File: config.mk
export PLATFORM = sky130hd
export DESIGN_NAME = ips_ctrl_top
export DESIGN_NICKNAME = d
export VERILOG_FILES = /design/src/design/ips_pkg.sv /design/src/design/ips_ext_det.sv /design/src/design/ips_clk_div.sv /design/src/design/ips_ctrl_top.sv
export SDC_FILE = /design/constraint.sdc
export NUM_CORES = 1
export LEC_CHECK = 0
export BUFFER_PORTS_ARGS = -buffer_cell sky130_fd_sc_hd__buf_4
export CAP_MARGIN = 0
export CORE_ASPECT_RATIO = 1.1
export CORE_MARGIN = 4
export CORE_UTILIZATION = 50
export CTS_BUF_LIST = sky130_fd_sc_hd__clkbuf_4
export CTS_CLUSTER_SIZE = 10
export DETAILED_ROUTE_END_ITERATION = 16
export GPL_ROUTABILITY_DRIVEN = 0
export HOLD_SLACK_MARGIN = 0.05
export PLACE_DENSITY_LB_ADDON = 0.15
export SYNTH_ARGS = -nofsm -noshare
export SYNTH_HDL_FRONTEND = slang
export SYNTH_SLANG_ARGS = --single-unit
File: constraint.sdc
create_clock -name i_ref_clk -period 21 [get_ports i_ref_clk]
set_input_delay 1.05 -clock i_ref_clk [delete_from_list [all_inputs] [get_ports i_ref_clk]]
set_output_delay 1.05 -clock i_ref_clk [all_outputs]
set_load 0.005 [all_outputs]
File: src/design/ips_pkg.sv
// Shared constants and types of the interrupt and standby controller
package ips_pkg;
   localparam int unsigned NUM_VEC = 14;
   localparam int unsigned NUM_SRC = 61;
   localparam int unsigned EXT_PINS = 8;
   localparam int unsigned PERIPH_SRCS = 53;
   localparam int unsigned PERIPH_IN = 50;
   localparam int unsigned P0_BASE = 40;
   localparam int unsigned P0_SRCS = 3;
   localparam int unsigned P0_PINS = 6;
   localparam int unsigned STACK_BYTES = 6;
   localparam int unsigned DIV_SEL_W = 3;
   localparam int unsigned DIV_CNT_W = 7;
   localparam int unsigned VEC_IDX_W = 4;
   localparam int unsigned ADDR_W = 20;

   // Vector addresses, index order is arbitration order
   localparam logic [19:0] VEC_ADDR [NUM_VEC] = '{
      20'h0_8000, 20'h0_8004, 20'h0_8008, 20'h0_800C,
      20'h0_8014, 20'h0_8018, 20'h0_801C, 20'h0_8020,
      20'h0_8024, 20'h0_802C, 20'h0_8030, 20'h0_8034,
      20'h0_8038, 20'h0_803C};

   // First peripheral source of each vector
   localparam int unsigned VEC_FIRST [NUM_VEC+1] = '{
      0, 1, 3, 5, 5, 5, 11, 17, 23, 26, 28, 32, 37, 40, 53};

   // Vector served by each external pin
   localparam int unsigned EXT_VEC [EXT_PINS] = '{
      3, 4, 5, 6, 7, 8, 11, 12};

   // Standby release sources
   localparam logic [52:0] HOLD_WAKE_SRC = 53'h07_FFFE_C300_0780;
   localparam logic [52:0] CRYSTAL_HOLD_MODE_WAKE_SRC = 53'h0F_FFFE_C378_0786;
   localparam logic [7:0] EXT_WAKE = 8'hF7;

   typedef enum logic [1:0] {
      LVL_NONE, LVL_LOW, LVL_HIGH, LVL_TOP
   } ips_lvl_t;

   typedef enum logic [1:0] {
      MODE_RUN, MODE_HALT, MODE_HOLD, MODE_CRYSTAL_HOLD_MODE
   } ips_mode_t;

   typedef enum logic [2:0] {
      EXT_HIGH, EXT_LOW, EXT_RISE, EXT_FALL, EXT_BOTH
   } ips_ext_mode_t;
endpackage : ips_pkg

File: src/design/ips_ext_det.sv
// External interrupt pin request detectors
`timescale 1ns/1ps
module ips_ext_det #(
   parameter int unsigned N = ips_pkg::EXT_PINS
) (
   // Clock and reset
   input wire logic i_ref_clk,
   input wire logic i_nrst,
   // Pins and configuration
   input wire logic [N-1:0] i_pin,
   input wire ips_pkg::ips_ext_mode_t i_mode [N],
   input wire logic [N-1:0] i_clr,
   // Requests
   output logic [N-1:0] o_req
);
   import ips_pkg::*;

   typedef struct packed {
      logic [N-1:0] prev;
      logic [N-1:0] flag;
   } ips_det_t;

   ips_det_t q, d;

   always_comb begin
      d = q;
      d.prev = i_pin;
      for (int p = 0; p < N; p++) begin
         unique case (i_mode[p])
            EXT_HIGH: d.flag[p] = i_pin[p];
            EXT_LOW: d.flag[p] = ~i_pin[p];
            EXT_RISE: d.flag[p] = (i_pin[p] & ~q.prev[p])
               | (q.flag[p] & ~i_clr[p]);
            EXT_FALL: d.flag[p] = (~i_pin[p] & q.prev[p])
               | (q.flag[p] & ~i_clr[p]);
            EXT_BOTH: d.flag[p] = (i_pin[p] ^ q.prev[p])
               | (q.flag[p] & ~i_clr[p]);
            default: d.flag[p] = 1'b0;
         endcase
      end
   end

   always_ff @(posedge i_ref_clk) begin
      if (!i_nrst) begin
         q <= '0;
      end else begin
         q <= d;
      end
   end

   assign o_req = q.flag;
endmodule : ips_ext_det

File: src/design/ips_clk_div.sv
// System clock divider, 1/1 to 1/128 enable pulse
`timescale 1ns/1ps
module ips_clk_div #(
   parameter int unsigned CW = ips_pkg::DIV_CNT_W
) (
   // Clock and reset
   input wire logic i_ref_clk,
   input wire logic i_nrst,
   // Ratio select, division is two to the power sel
   input wire logic [ips_pkg::DIV_SEL_W-1:0] i_sel,
   // Divided clock enable
   output logic o_tick
);
   import ips_pkg::*;

   typedef struct packed {
      logic [CW-1:0] cnt;
      logic tick;
   } ips_div_t;

   ips_div_t q, d;
   logic [CW-1:0] mask;

   always_comb begin
      mask = CW'((8'h01 << i_sel) - 8'h01);
      d = q;
      d.tick = (q.cnt >= mask);
      d.cnt = d.tick ? '0 : q.cnt + 1'b1;
   end

   always_ff @(posedge i_ref_clk) begin
      if (!i_nrst) begin
         q <= '0;
      end else begin
         q <= d;
      end
   end

   assign o_tick = q.tick;
endmodule : ips_clk_div

File: src/design/ips_ctrl_top.sv
// Interrupt priority, vectoring and standby control
//
// Summary of operation
// - Three nested levels, refuse equal or lower
// - Highest pending level is served first
// - Equal level: smallest vector address wins
// - Sixty-one sources merged onto fourteen vectors
// - Pin 2, timer 1, async B to 08018H
// - Pin 3, timer 2, two-wire units to 0801CH
// - Port 0, port 5, calendar, CRC to 0803CH
// - Halt stops CPU, interrupt or reset releases
// - Full hold stops CPU, peripherals, all oscillators
// - Six causes release full hold
// - Crystal hold keeps crystal as at entry
// - Crystal hold adds base, infrared, calendar causes
// - Clock divider from 1/1 to 1/128
// - Pins detect high, low, rise, fall, both
// - Only port 0 lower six pins interrupt
// - Vector call pushes six stack bytes
`timescale 1ns/1ps
module ips_ctrl_top (
   // Clock and reset
   input wire logic i_ref_clk,
   input wire logic i_nrst,

   // External interrupt pins
   input wire logic [ips_pkg::EXT_PINS-1:0] i_ext_irq_pin,
   input wire ips_pkg::ips_ext_mode_t
      i_ext_mode [ips_pkg::EXT_PINS],
   input wire logic [ips_pkg::EXT_PINS-1:0] i_ext_clr,

   // Port 0 lower pins and their enables
   input wire logic [ips_pkg::P0_PINS-1:0] i_port0_pin,
   input wire logic [ips_pkg::P0_PINS-1:0] i_port0_irq_en,

   // Peripheral requests, levels held by the peripheral
   input wire logic [ips_pkg::PERIPH_IN-1:0] i_periph_req,

   // Level of each vector, none masks it
   input wire ips_pkg::ips_lvl_t i_vec_level [ips_pkg::NUM_VEC],

   // CPU vectoring handshake
   input wire logic i_irq_ack,
   input wire logic i_irq_ret,
   output logic o_irq_req,
   output logic [ips_pkg::ADDR_W-1:0] o_irq_vec_addr,
   output ips_pkg::ips_lvl_t o_irq_level,
   output logic o_stack_push,
   output logic [3:0] o_stack_bytes,

   // Standby requests and oscillator settings
   input wire logic i_halt_req,
   input wire logic i_hold_req,
   input wire logic i_crystal_hold_mode_req,
   input wire logic i_main_osc_on,
   input wire logic i_rc_osc_on,
   input wire logic i_xtal_osc_on,

   // Standby outputs
   output ips_pkg::ips_mode_t o_mode,
   output logic o_cpu_run,
   output logic o_periph_run,
   output logic o_xtal_periph_run,
   output logic o_main_osc_en,
   output logic o_rc_osc_en,
   output logic o_xtal_osc_en,

   // Clock divider
   input wire logic [ips_pkg::DIV_SEL_W-1:0] i_clk_div_sel,
   output logic o_sys_clk_en,

   // Status
   output logic [ips_pkg::NUM_VEC-1:0] o_vec_pend,
   output ips_pkg::ips_lvl_t o_cur_level,
   output logic [1:0] o_nest_depth,
   output logic [ips_pkg::EXT_PINS-1:0] o_ext_req
);
   import ips_pkg::*;

   typedef struct packed {
      ips_lvl_t cur;
      logic [1:0] depth;
      logic [2:0][1:0] stack;
      logic irq_req;
      logic [ADDR_W-1:0] vec_addr;
      ips_lvl_t req_lvl;
      logic push;
      logic [3:0] push_bytes;
      ips_mode_t mode;
      logic xtal_keep;
      logic cpu_run;
      logic periph_run;
      logic xtal_periph_run;
      logic main_osc;
      logic rc_osc;
      logic xtal_osc;
      logic [NUM_VEC-1:0] pend;
   } ips_state_t;

   ips_state_t q, d;

   logic [EXT_PINS-1:0] ext_req;
   logic [P0_SRCS-1:0] p0_src;
   logic [PERIPH_SRCS-1:0] src;
   logic [NUM_VEC-1:0] vec_pend;
   logic wake_hold;
   logic wake_crystal_hold_mode;
   ips_lvl_t best_lvl;
   logic [VEC_IDX_W-1:0] best_idx;
   logic accept;
   logic ret;

   // Pin request detectors
   ips_ext_det #(
      .N(EXT_PINS)
   ) u_ext_det (
      .i_ref_clk(i_ref_clk),
      .i_nrst(i_nrst),
      .i_pin(i_ext_irq_pin),
      .i_mode(i_ext_mode),
      .i_clr(i_ext_clr),
      .o_req(ext_req)
   );

   // Divided system clock enable
   ips_clk_div #(
      .CW(DIV_CNT_W)
   ) u_clk_div (
      .i_ref_clk(i_ref_clk),
      .i_nrst(i_nrst),
      .i_sel(i_clk_div_sel),
      .o_tick(o_sys_clk_en)
   );

   // Port 0 sources from pin pairs of the lower six pins
   for (genvar k = 0; k < P0_SRCS; k++) begin : g_p0
      assign p0_src[k] = |(i_port0_pin[2*k+1:2*k]
         & i_port0_irq_en[2*k+1:2*k]);
   end

   assign src = {i_periph_req[PERIPH_IN-1:P0_BASE], p0_src,
      i_periph_req[P0_BASE-1:0]};

   // Collapse all sources of one vector into its request
   function automatic logic vec_hit(
      input int unsigned v,
      input logic [PERIPH_SRCS-1:0] s,
      input logic [EXT_PINS-1:0] e
   );
      logic hit;
      hit = 1'b0;
      for (int unsigned i = 0; i < PERIPH_SRCS; i++) begin
         if (i >= VEC_FIRST[v] && i < VEC_FIRST[v+1]) begin
            hit = hit | s[i];
         end
      end
      for (int unsigned p = 0; p < EXT_PINS; p++) begin
         if (EXT_VEC[p] == v) begin
            hit = hit | e[p];
         end
      end
      return hit;
   endfunction : vec_hit

   for (genvar v = 0; v < NUM_VEC; v++) begin : g_vec
      assign vec_pend[v] = vec_hit(v, src, ext_req);
   end

   // Standby release causes
   assign wake_hold = |(src & HOLD_WAKE_SRC)
      | |(ext_req & EXT_WAKE);
   assign wake_crystal_hold_mode = |(src & CRYSTAL_HOLD_MODE_WAKE_SRC)
      | |(ext_req & EXT_WAKE);

   // Level arbitration
   always_comb begin
      best_lvl = LVL_NONE;
      best_idx = '0;
      for (int v = 0; v < NUM_VEC; v++) begin
         // Strict compare keeps the smaller index on a tie
         if (vec_pend[v] && i_vec_level[v] > best_lvl) begin
            best_lvl = i_vec_level[v];
            best_idx = VEC_IDX_W'(v);
         end
      end
   end

   assign accept = i_irq_ack && q.irq_req && q.cpu_run;
   assign ret = i_irq_ret && !accept && (q.depth != 2'd0);

   always_comb begin
      d = q;
      d.push = 1'b0;
      d.pend = vec_pend;

      // Nesting of service levels
      if (accept) begin
         d.stack[q.depth] = q.cur;
         d.depth = q.depth + 2'd1;
         d.cur = q.req_lvl;
         d.push = 1'b1;
         d.push_bytes = 4'(STACK_BYTES);
      end else if (ret) begin
         d.depth = q.depth - 2'd1;
         d.cur = ips_lvl_t'(q.stack[d.depth]);
      end

      d.vec_addr = VEC_ADDR[best_idx];
      d.req_lvl = best_lvl;

      // Standby mode changes
      unique case (q.mode)
         MODE_RUN: begin
            if (i_hold_req) begin
               d.mode = MODE_HOLD;
            end else if (i_crystal_hold_mode_req) begin
               d.mode = MODE_CRYSTAL_HOLD_MODE;
               d.xtal_keep = i_xtal_osc_on;
            end else if (i_halt_req) begin
               d.mode = MODE_HALT;
            end
         end
         MODE_HALT: begin
            if (|vec_pend) begin
               d.mode = MODE_RUN;
            end
         end
         MODE_HOLD: begin
            if (wake_hold) begin
               d.mode = MODE_RUN;
            end
         end
         MODE_CRYSTAL_HOLD_MODE: begin
            if (wake_crystal_hold_mode) begin
               d.mode = MODE_RUN;
            end
         end
      endcase

      // Offer the winner only above the current level, never in standby
      d.irq_req = (best_lvl > d.cur) && !accept
         && (d.mode == MODE_RUN);

      // Clock and execution gating per mode
      d.cpu_run = (d.mode == MODE_RUN);
      d.periph_run = (d.mode == MODE_RUN)
         || (d.mode == MODE_HALT);
      d.main_osc = d.periph_run && i_main_osc_on;
      d.rc_osc = d.periph_run && i_rc_osc_on;
      unique case (d.mode)
         MODE_HOLD: d.xtal_osc = 1'b0;
         MODE_CRYSTAL_HOLD_MODE: d.xtal_osc = d.xtal_keep;
         default: d.xtal_osc = i_xtal_osc_on;
      endcase
      d.xtal_periph_run = d.periph_run
         || ((d.mode == MODE_CRYSTAL_HOLD_MODE) && d.xtal_keep);
   end

   always_ff @(posedge i_ref_clk) begin
      if (!i_nrst) begin
         q <= '0;
      end else begin
         q <= d;
      end
   end

   // Outputs straight from the state register, pin requests from the detector register
   assign o_irq_req = q.irq_req;
   assign o_irq_vec_addr = q.vec_addr;
   assign o_irq_level = q.req_lvl;
   assign o_stack_push = q.push;
   assign o_stack_bytes = q.push_bytes;
   assign o_mode = q.mode;
   assign o_cpu_run = q.cpu_run;
   assign o_periph_run = q.periph_run;
   assign o_xtal_periph_run = q.xtal_periph_run;
   assign o_main_osc_en = q.main_osc;
   assign o_rc_osc_en = q.rc_osc;
   assign o_xtal_osc_en = q.xtal_osc;
   assign o_vec_pend = q.pend;
   assign o_cur_level = q.cur;
   assign o_nest_depth = q.depth;
   assign o_ext_req = ext_req;
endmodule : ips_ctrl_top

### After elaboration in Yosys (flattened, before gate mapping)

Memory sizes are Yosys's and may differ from the RTL's. A register that Yosys moved wholly into a read port is not among the register bits.
Cells that the tools add are included.
Widths: inputs -> output; s select.

| word-level totals | value |
|---|---|
| word-level logic and storage cells | 321 |
| memories | 1 |
| output and inout bits | 63 |
| bits in registers | 62 |
| ROM bits | 320 |

Memories:

| memory | words | width | rd ports | clocked after Yosys merged registers in | write ports | RTL line | RTL |
|---|---|---|---|---|---|---|---|
| (name not given) | 16 | 20 | 1 | 1 | 0 | ips_ctrl_top.sv:208 | `d.vec_addr = VEC_ADDR[best_idx];` |

| cells by class | value |
|---|---|
| mux-type cells | 54 |
| add/sub/neg operators | 4 |
| $lt $le $gt $ge | 19 |
| bitwise operators | 134 |
| reduce and logical (&&, ||, !) cells | 48 |
| eq/ne operators | 38 |
| shift-type cells | 1 |

Operators by type and width:

| kind | count |
|---|---|
| $or 1x1->1 | 73 |
| $eq 3x2->1 const B | 16 |
| $mux 2 | 24 |
| $pmux 1 s5 | 8 |
| $reduce_or 36->1 | 1 |
| $mux 4 | 8 |
| $reduce_or 29->1 | 1 |
| $gt 2x2->1 | 14 |
| $not 1->1 | 25 |
| $and 1x1->1 | 24 |
| $eq 3x1->1 const B | 8 |
| $eq 3x3->1 const B | 8 |
| $logic_and 1x1->1 | 24 |
| $logic_not 3->1 | 8 |
| $reduce_or 14->1 | 1 |
| $mux 3 | 4 |
| $eq 2x2->1 const B | 4 |
| $pmux 2 s4 | 1 |
| $reduce_or 2->1 | 4 |
| $xor 1x1->1 | 8 |
| $add 7x1->7 const B | 1 |
| $ge 7x7->1 | 1 |
| $reduce_or 7->1 | 1 |
| $shl 1x3->7 const A | 1 |
| 19 further kinds | 30 |

### Depth between registers and ports, before layout

Gate-level depths: netlist (run 1).

| logic depth | value |
|---|---|
| depth after elaboration | 45 |
| mapped depth | 78 |
| mapped depth without buffers | 78 |

### Hierarchy

From an unflattened synthesis (run 1), not the netlist that was laid out.

| second synthesis, totals | value |
|---|---|
| cells, all modules | 636 |
| area, all modules | 5091.1 µm² |

Modules (own cells, without submodules):

| module | cells an instance | area an instance (µm²) | times used | sequential area each (µm²) |
|---|---|---|---|---|
| ips_ctrl_top | 436 | 3397.0 | 1 | 860.8 |
| ips_ext_det | 145 | 1206.2 | 1 | 320.3 |
| ips_clk_div | 55 | 488.0 | 1 | 160.2 |

### Least setup slack after synthesis (run 1)

Ideal clock, no wire load.

| timing | value |
|---|---|
| path kind | input port to flip-flop |
| start | input i_vec_level[27] (netlist name) |
| end | register o_irq_vec_addr[3] (netlist name) |
| arrival time | 15586 ps |
| data required time | 20885 ps |
| setup slack | 5299 ps |
| path buffers | 0 |
| stages on the path | 76 |
| cell sequence | nand2_1 -> ha_1 -> nor2b_1 -> o21ai_0 -> mux2_2 -> ha_1 -> o21bai_1 -> and3b_1 -> a211oi_1 -> mux2_2 -> ha_1 -> nor2_1 -> maj3_1 -> a21bo_2 -> nand2_1 -> ha_1 -> nor2_1 -> a32o_1 -> [... 40 more ...] -> nor2_1 -> maj3_1 -> and2_1 -> o31ai_1 -> a21oi_2 -> ha_1 -> nor2_1 -> maj3_1 -> nand2_1 -> mux2_4 -> ha_1 -> a211o_1 -> nand2_1 -> a31o_2 -> ha_1 -> mux2i_1 -> mux2_2 -> o21a_1 |

| on the way | value |
|---|---|
| longest elaborated chain between the ends | 43 |
| elaborated cells between the ends (all ways) | 55 |
| classes of those cells | 14 x order compare; 26 x mux; 1 x bitwise; 14 x reduce/logical |

Ends and longest elaborated chain:

| what | RTL line | RTL |
|---|---|---|
| start: declaration | ips_ctrl_top.sv:40 | `input wire ips_pkg::ips_lvl_t i_vec_level [ips_pkg::NUM_VEC],` |
| $gt 2x1->1 | ips_ctrl_top.sv:181 | `if (vec_pend[v] && i_vec_level[v] > best_lvl) begin` |
| $logic_and 1x1->1 | ips_ctrl_top.sv:181 |  |
| $mux 2 (*) | ips_ctrl_top.sv:181 |  |
| $gt 2x2->1 | ips_ctrl_top.sv:181 |  |
| $logic_and 1x1->1 | ips_ctrl_top.sv:181 |  |
| $mux 2 | ips_ctrl_top.sv:181 |  |
| $gt 2x2->1 | ips_ctrl_top.sv:181 |  |
| $logic_and 1x1->1 | ips_ctrl_top.sv:181 |  |
| [... 27 more ...] | - |  |
| $mux 2 | ips_ctrl_top.sv:181 |  |
| $gt 2x2->1 | ips_ctrl_top.sv:181 |  |
| $logic_and 1x1->1 | ips_ctrl_top.sv:181 |  |
| $mux 2 | ips_ctrl_top.sv:181 |  |
| $gt 2x2->1 | ips_ctrl_top.sv:181 |  |
| $logic_and 1x1->1 | ips_ctrl_top.sv:181 |  |
| $mux 4 (*) | ips_ctrl_top.sv:181 |  |
| $not 4->5 (not written as such) (*) | ips_ctrl_top.sv:208 |  |

Mark *: on every way between the ends. The rest lies on a longest branch, timed or not.
A chain may end at the register's enable or synchronous reset.

### Final worst setup path (run 1)

| timing | value |
|---|---|
| start | input i_periph_req[0] (netlist name) |
| end | register o_irq_vec_addr[3] (netlist name) |

| on the way | value |
|---|---|
| longest elaborated chain between the ends | 42 |
| elaborated cells between the ends (all ways) | 54 |
| classes of those cells | 13 x order compare; 26 x mux; 1 x bitwise; 14 x reduce/logical |

Ends and longest elaborated chain:

| what | RTL line | RTL |
|---|---|---|
| start: declaration | ips_ctrl_top.sv:37 | `input wire logic [ips_pkg::PERIPH_IN-1:0] i_periph_req,` |
| $logic_and 1x1->1 (*) | ips_ctrl_top.sv:181 |  |
| $mux 2 (*) | ips_ctrl_top.sv:181 |  |
| $gt 2x2->1 | ips_ctrl_top.sv:181 |  |
| $logic_and 1x1->1 | ips_ctrl_top.sv:181 |  |
| $mux 2 | ips_ctrl_top.sv:181 |  |
| $gt 2x2->1 | ips_ctrl_top.sv:181 |  |
| $logic_and 1x1->1 | ips_ctrl_top.sv:181 |  |
| $mux 2 | ips_ctrl_top.sv:181 |  |
| [... 26 more ...] | - |  |
| $mux 2 | ips_ctrl_top.sv:181 |  |
| $gt 2x2->1 | ips_ctrl_top.sv:181 |  |
| $logic_and 1x1->1 | ips_ctrl_top.sv:181 |  |
| $mux 2 | ips_ctrl_top.sv:181 |  |
| $gt 2x2->1 | ips_ctrl_top.sv:181 |  |
| $logic_and 1x1->1 | ips_ctrl_top.sv:181 |  |
| $mux 4 (*) | ips_ctrl_top.sv:181 |  |
| $not 4->5 (not written as such) (*) | ips_ctrl_top.sv:208 |  |

Marked as above.

==> results of run 1 <==
placed cells by master (no fill, tap or decap), drive strengths merged, types with 5 or more instances in the layout:
master,n
a21o,7
o21ai,24
o211ai,6
or3,7
a21boi,10
a21oi,32
conb,17
nand2b,5
nor2b,14
nor3,9
nor4,5
mux2,10
dfxtp,67
or4,9
and2,28
a22oi,8
o22ai,5
clkbuf,11
mux2i,12
ha,48
nor2,44
o21a,8
nand3,23
buf,188
and3,9
nand2,48
inv,43
power by group through the flow:
| stage | Sequential (µW) | Combinational (µW) | Clock [µW] |
|---|---|---|---|
| 2_1_floorplan | 148 | 155 | 0 |
| 4_1_cts | 149 | 213 | 100 |
| 3_5_place_dp | 151 | 211 | 0 |
| 5_1_grt | 150 | 239 | 106 |
| 6_report | 148 | 214 | 98.5 |
| 3_3_place_gp | 151 | 202 | 0 |
area by class of cell:
| cell class | count | share of cell area |
|---|---|---|
| clock inverters | 5 | 0.01228 |
| clock buffers | 11 | 0.01307 |
| multi-input cells | 449 | 0.4903 |
| well taps | 117 | 0.02317 |
| inverters | 43 | 0.02554 |
| flip-flops and latches | 67 | 0.2123 |
| repair buffers | 188 | 0.2234 |
sequential cells by signal (all words and copies together) (netlist names), 2 cells and up:
signal,flops
o_cur_level,2
o_irq_level,2
o_irq_vec_addr,5
o_mode,2
o_nest_depth,2
o_vec_pend,14
q,7
u_clk_div.q,7
u_ext_det.o_req,8
u_ext_det.q,8
logic make-up after synthesis:
logic type | synth area share
simple gates | 0.2180
compound gates | 0.2022
buf+inv | 0.1219
flops | 0.2689
fa+ha+maj | 0.1285
mux | 0.04742
xor+xnor | 0.01229
other cells | 0.0007519
worst max-delay path, delay by kind of cell:
kind,cells,cell delay [ps]
AO/OA/AOI/OAI,24,5130
adder cells (fa/ha/maj),18,5210
buffers and inverters,1,120
multiplexers,6,1730
AND/OR/NAND/NOR,27,4180
through the flow:
step | hold WS (ps) | util | total power [µW]
after floorplan | 425.6 | - | 302.6
after global placement | 449.0 | 0.6458 | 352.8
after detailed placement | 461.3 | 0.6458 | 362.6
after CTS | 483.0 | 0.6626 | 461.6
after global routing | 495.9 | 0.6626 | 494.9
final | 479.2 | 0.6626 | 460.7
worst max path at each step:
stage                                from                            to  slack, ps  cells past startpoint
after detailed placement  i_periph_req[0]  o_irq_vec_addr[3]$_SDFF_PN0_       3720                     76
after CTS                 i_periph_req[0]  o_irq_vec_addr[3]$_SDFF_PN0_       4110                     76
after global placement    i_periph_req[0]  o_irq_vec_addr[3]$_SDFF_PN0_       4440                     76
after floorplan           i_vec_level[27]  o_irq_vec_addr[3]$_SDFF_PN0_       5300                     76
final                     i_periph_req[0]  o_irq_vec_addr[3]$_SDFF_PN0_       3860                     76
after global routing      i_periph_req[0]  o_irq_vec_addr[3]$_SDFF_PN0_       3010                     76
per-layer routing:
metal	track usage	vias to the layer above
met1	0.2560	2245
met4	0.08549	0
met5	0	-
met2	0.4134	191
li1	-	2372
met3	0.04316	32
==> impl_metrics.ini, run 1 <==
[sta]
tightest_slew_ps = 663.3
max_freq_mhz = 58.36
worst_slack_ps = 3864
setup-violations-final = 0
rsz0062_at_grt = false
finalCriticalPeriod_ps = 17140
finalHoldViolations = 0
min_period_over_period = 0.8160
finalSetupTns_ps = 0
slew-limit-headroom = 0.5565
fin_worst_skew_ps = 18.56
slew_violations = 0

[power_and_ir_drop]
p_sw_frac = 0.3531
ir_drop_uv = 39.75
intPower_uw = 298.0
power_frac_seq = 0.322
p_per_area_nw_per_um2 = 72.92
power_frac_clock = 0.214
p_leak_uw = 0.003085
p_sw_uw = 162.7
combPwrFrac = 0.464

[drt]
drt_wl_total_um = 13870
top_layer = met4
drtIter0Drc = 194
firstDrtPassIters = 5
post_drt_via_cell_ratio = 5.500
wl_met2_um = 7178
wl_met3_um = 1053
num_vias = 4840
m1WireLength_um = 5244
wl_per_cell_um = 15.76
drc = 0
drtAntennaViolNets = 0

[global_route]
grt_antenna_before_repair = 0
grt-ovfl-total = 0
first_global_vias = 4693
gr-usage-all-layers = 0.2269
grt_pass1_wl_um = 21180
grt_max_degree = 61

[logic_synthesis]
synth-main-ff-cell = dfxtp_1
netlist_area_um2 = 4987
netlist.area_leader.share = 0.2689
yosysMostFrequentCell = dfxtp_1
ys_top_cells_by_count = dfxtp_1 (67), buf_4 (54), ha_1 (48)
synth_top_cell_by_area = dfxtp_1
async_reset_ff_frac = 0
synth-edff-count = 0
netlist_top_cells_area = dfxtp_1 (27%), ha_1 (12%), buf_4 (8.1%)
ys_types = 70
syn_inst = 608
syn_avg_cell_area_um2 = 8.203
yosysSeqAreaShare = 0.2689
synth-seq-cells = 67
ys_warn_count = 0

[cells_and_area]
postLayoutCellArea_um2 = 6319
fillers = 848
antenna_cells = 0
multi_input_area_um2 = 3098
regArea_um2 = 1341
syn_to_final_growth_pct = 26.69
drive_above_1_share = 0.3080
final_cells = 880
nets = 949

[setup_path]
reg2regPathDepth = 62
cp_slowest_stage_delay_ps = 510
cp_common_cell = ha_1
crit_required_ps = 21300
cp-end-kind = register
criticalPathCategory = input port to register
reg2reg_from = u_ext_det.o_req[0]$_SDFF_PN0_
crit_arrival_ps = 17430
cp_max_fo = 8
reg2reg_setup_slack_ps = 7420
crit_slowest_cell = o31ai_1
r2r-end = o_irq_vec_addr[3]$_SDFF_PN0_
start_kind = input port

[min_path]
hp-class = register to register
min_to = q[51]$_SDFFE_PN0P_
worstHoldStart = q[51]$_SDFFE_PN0P_
hold_depth = 2

[placement]
dp_hpwl_um = 11440
portBuffers = 188
place_inst = 864
placed_area_um2 = 6158
place_ws_ps = 3723

[clock_network]
clkTransAtPathRegs_ps = 120
cts_buffers = 9
cts.sink_count = 67
clk_latency_ps = 410
cts-htree-levels = 3
ctsLongestPathBuffers = 2
root_buffer = clkbuf_4
cts_tree = done
hold_buffers = 0
cts_resized = 0
postCtsSetupBuffers = 0

[floorplanning]
fp.dieH_um = 112.7
die_w_um = 103.2
num_rows = 37
die_area_um2 = 11640
start_util = 0.5230
ioPinCount = 206
core-area_um2 = 9537

[flow_run]
cap_violations = 0

[run_status]
status = complete, no violations
Note: power is estimated with default switching activity, not from simulation.
==> run 2, diff against run 1 <==
clock period = 16.2 ns   (was 21 ns; I/O delays follow)
==> impl_metrics.ini, run 2 (synthesis gave the netlist of run 1 again) <==
[floorplanning]
start_util = 0.5230
fp.dieH_um = 112.7
num_rows = 37
die_area_um2 = 11640
core-area_um2 = 9537
die_w_um = 103.2
ioPinCount = 206

[global_route]
grt_pass1_wl_um = 22000
first_global_vias = 4800
gr-usage-all-layers = 0.2361
grt_max_degree = 61
grt-ovfl-total = 0
grt_antenna_before_repair = 0

[clock_network]
cts_tree = done
clk_latency_ps = 420
cts_buffers = 9
clkTransAtPathRegs_ps = 120
root_buffer = clkbuf_4
cts.sink_count = 67
ctsLongestPathBuffers = 2
cts-htree-levels = 3
hold_buffers = 0

[sta]
fin_worst_skew_ps = 25.55
hold_ws_ps = 477.6
finalCriticalPeriod_ps = 15690
setup-violations-final = 0
tightest_slew_ps = 723.7
min_period_over_period = 0.9685
slew-limit-headroom = 0.5161
slew_violations = 0
max_freq_mhz = 63.74
finalSetupTns_ps = 0
finalHoldViolations = 0

[setup_path]
cp_max_fo = 7
cp_common_cell = ha_1
crit_required_ps = 16530
crit_slowest_cell = maj3_1
start_kind = input port
cp_slowest_stage_delay_ps = 380
crit_arrival_ps = 16020
criticalPathCategory = input port to register
cp-end-kind = register

[drt]
wl_per_cell_um = 16.32
drt_wl_total_um = 14560
firstDrtPassIters = 5
drtIter0Drc = 261
drtAntennaViolNets = 0
drc = 0
num_vias = 4999
post_drt_via_cell_ratio = 5.604

[cells_and_area]
fillers = 819
layout_commonest_cell = buf_4
largest_reg_flops = 14
antenna_cells = 0
drive_above_1_share = 0.3497
final_cell_mix = buf_4 (200), dfxtp_1 (67), ha_1 (47), nand2_1 (44), inv_1 (43)
final_cells = 892
syn_to_final_growth_pct = 30.68
nets = 961

[power_and_ir_drop]
p_leak_uw = 0.003165
ir_drop_uv = 53.08
p_per_area_nw_per_um2 = 95.09
power_uw = 619.8

[placement]
dp_hpwl_um = 11490
portBuffers = 188
place_inst = 865

[min_path]
hp-class = register to register

[flow_run]
cap_violations = 0

[run_status]
status = complete, no violations
-- run 2: changes by cell type in the layout (fill, tap and decap cells not counted), moves of 2 or more --
cell / delta
buf_4: +12
nor2_1: -4
nor2_2: +4
nand2_1: -3
maj3_1: -2
maj3_2: +2
nand2_2: +2
nor2b_1: -2
nor2b_2: +2
o21ai_2: +2
o31ai_1: -2
o31ai_2: +2
-- run 2: area by class of cell --
type	instances	area (µm²)	area share
Inverter	43	161.4	0.02476
Clock inverter	5	53.80	0.008255
Timing Repair Buffer	200	1501	0.2304
Tap cell	117	146.4	0.02246
Multi-Input combinational cell	449	3231	0.4957
Sequential cell	67	1341	0.2058
Clock buffer	11	82.58	0.01267
-- run 2: worst paths after layout --
kind	startpoint	end	slack [ps]	cells past startpoint
min reg2reg	u_clk_div.q[1]$_SDFF_PP0_	u_clk_div.q[1]$_SDFF_PP0_	480	1
max	i_periph_req[0]	o_irq_vec_addr[3]$_SDFF_PN0_	510	75
min	u_clk_div.q[1]$_SDFF_PP0_	u_clk_div.q[1]$_SDFF_PP0_	480	1
max reg2reg	u_ext_det.o_req[0]$_SDFF_PN0_	o_irq_vec_addr[3]$_SDFF_PN0_	3440	61
-- run 2: through the flow --
stage	utilization	cell area (µm²)	setup WS, ps
final	0.6834	6518	510.1
after global routing	0.6834	6518	-93.96
after CTS	0.6624	6317	36.46
after detailed placement	0.6465	6166	-689.7
after global placement	0.6465	6166	141.7
after floorplan	-	5047	739.5
-- run 2: layer usage --
layer / up-vias / GRT usage / routed length (µm) / share of wire
met4: 0 / 0.09413 / 507 / 0.035
met3: 42 / 0.04747 / 1152 / 0.079
met1: 2319 / 0.2651 / 5295 / 0.36
met2: 233 / 0.4270 / 7601 / 0.52
li1: 2405 / - / - / -
met5: - / 0 / 0 / 0
-- run 2: repair_timing --
item / in CTS / in global routing
pin swaps: 0 / 10
endpoints found under the hold margin: 0 / 0
gates resized for setup: 4 / 25
buffers inserted: 0 / 11
setup endpoints to repair: 5 / 7
-- run 2: report_power, final --
part	total [µW]	switching [µW]	internal, µW	leakage, µW
Combinational	314	154	160	0.00254
Sequential	192	10.9	181	0.000553
Clock	114	63.8	49.8	0.0000705
-- run 2: critical path: cells and delay by family --
kind / cells / cell delay [ps]
fa+ha+maj: 18 / 5360
simple gates: 27 / 3900
compound gates: 22 / 4020
mux: 6 / 1610
buf+inv: 2 / 260
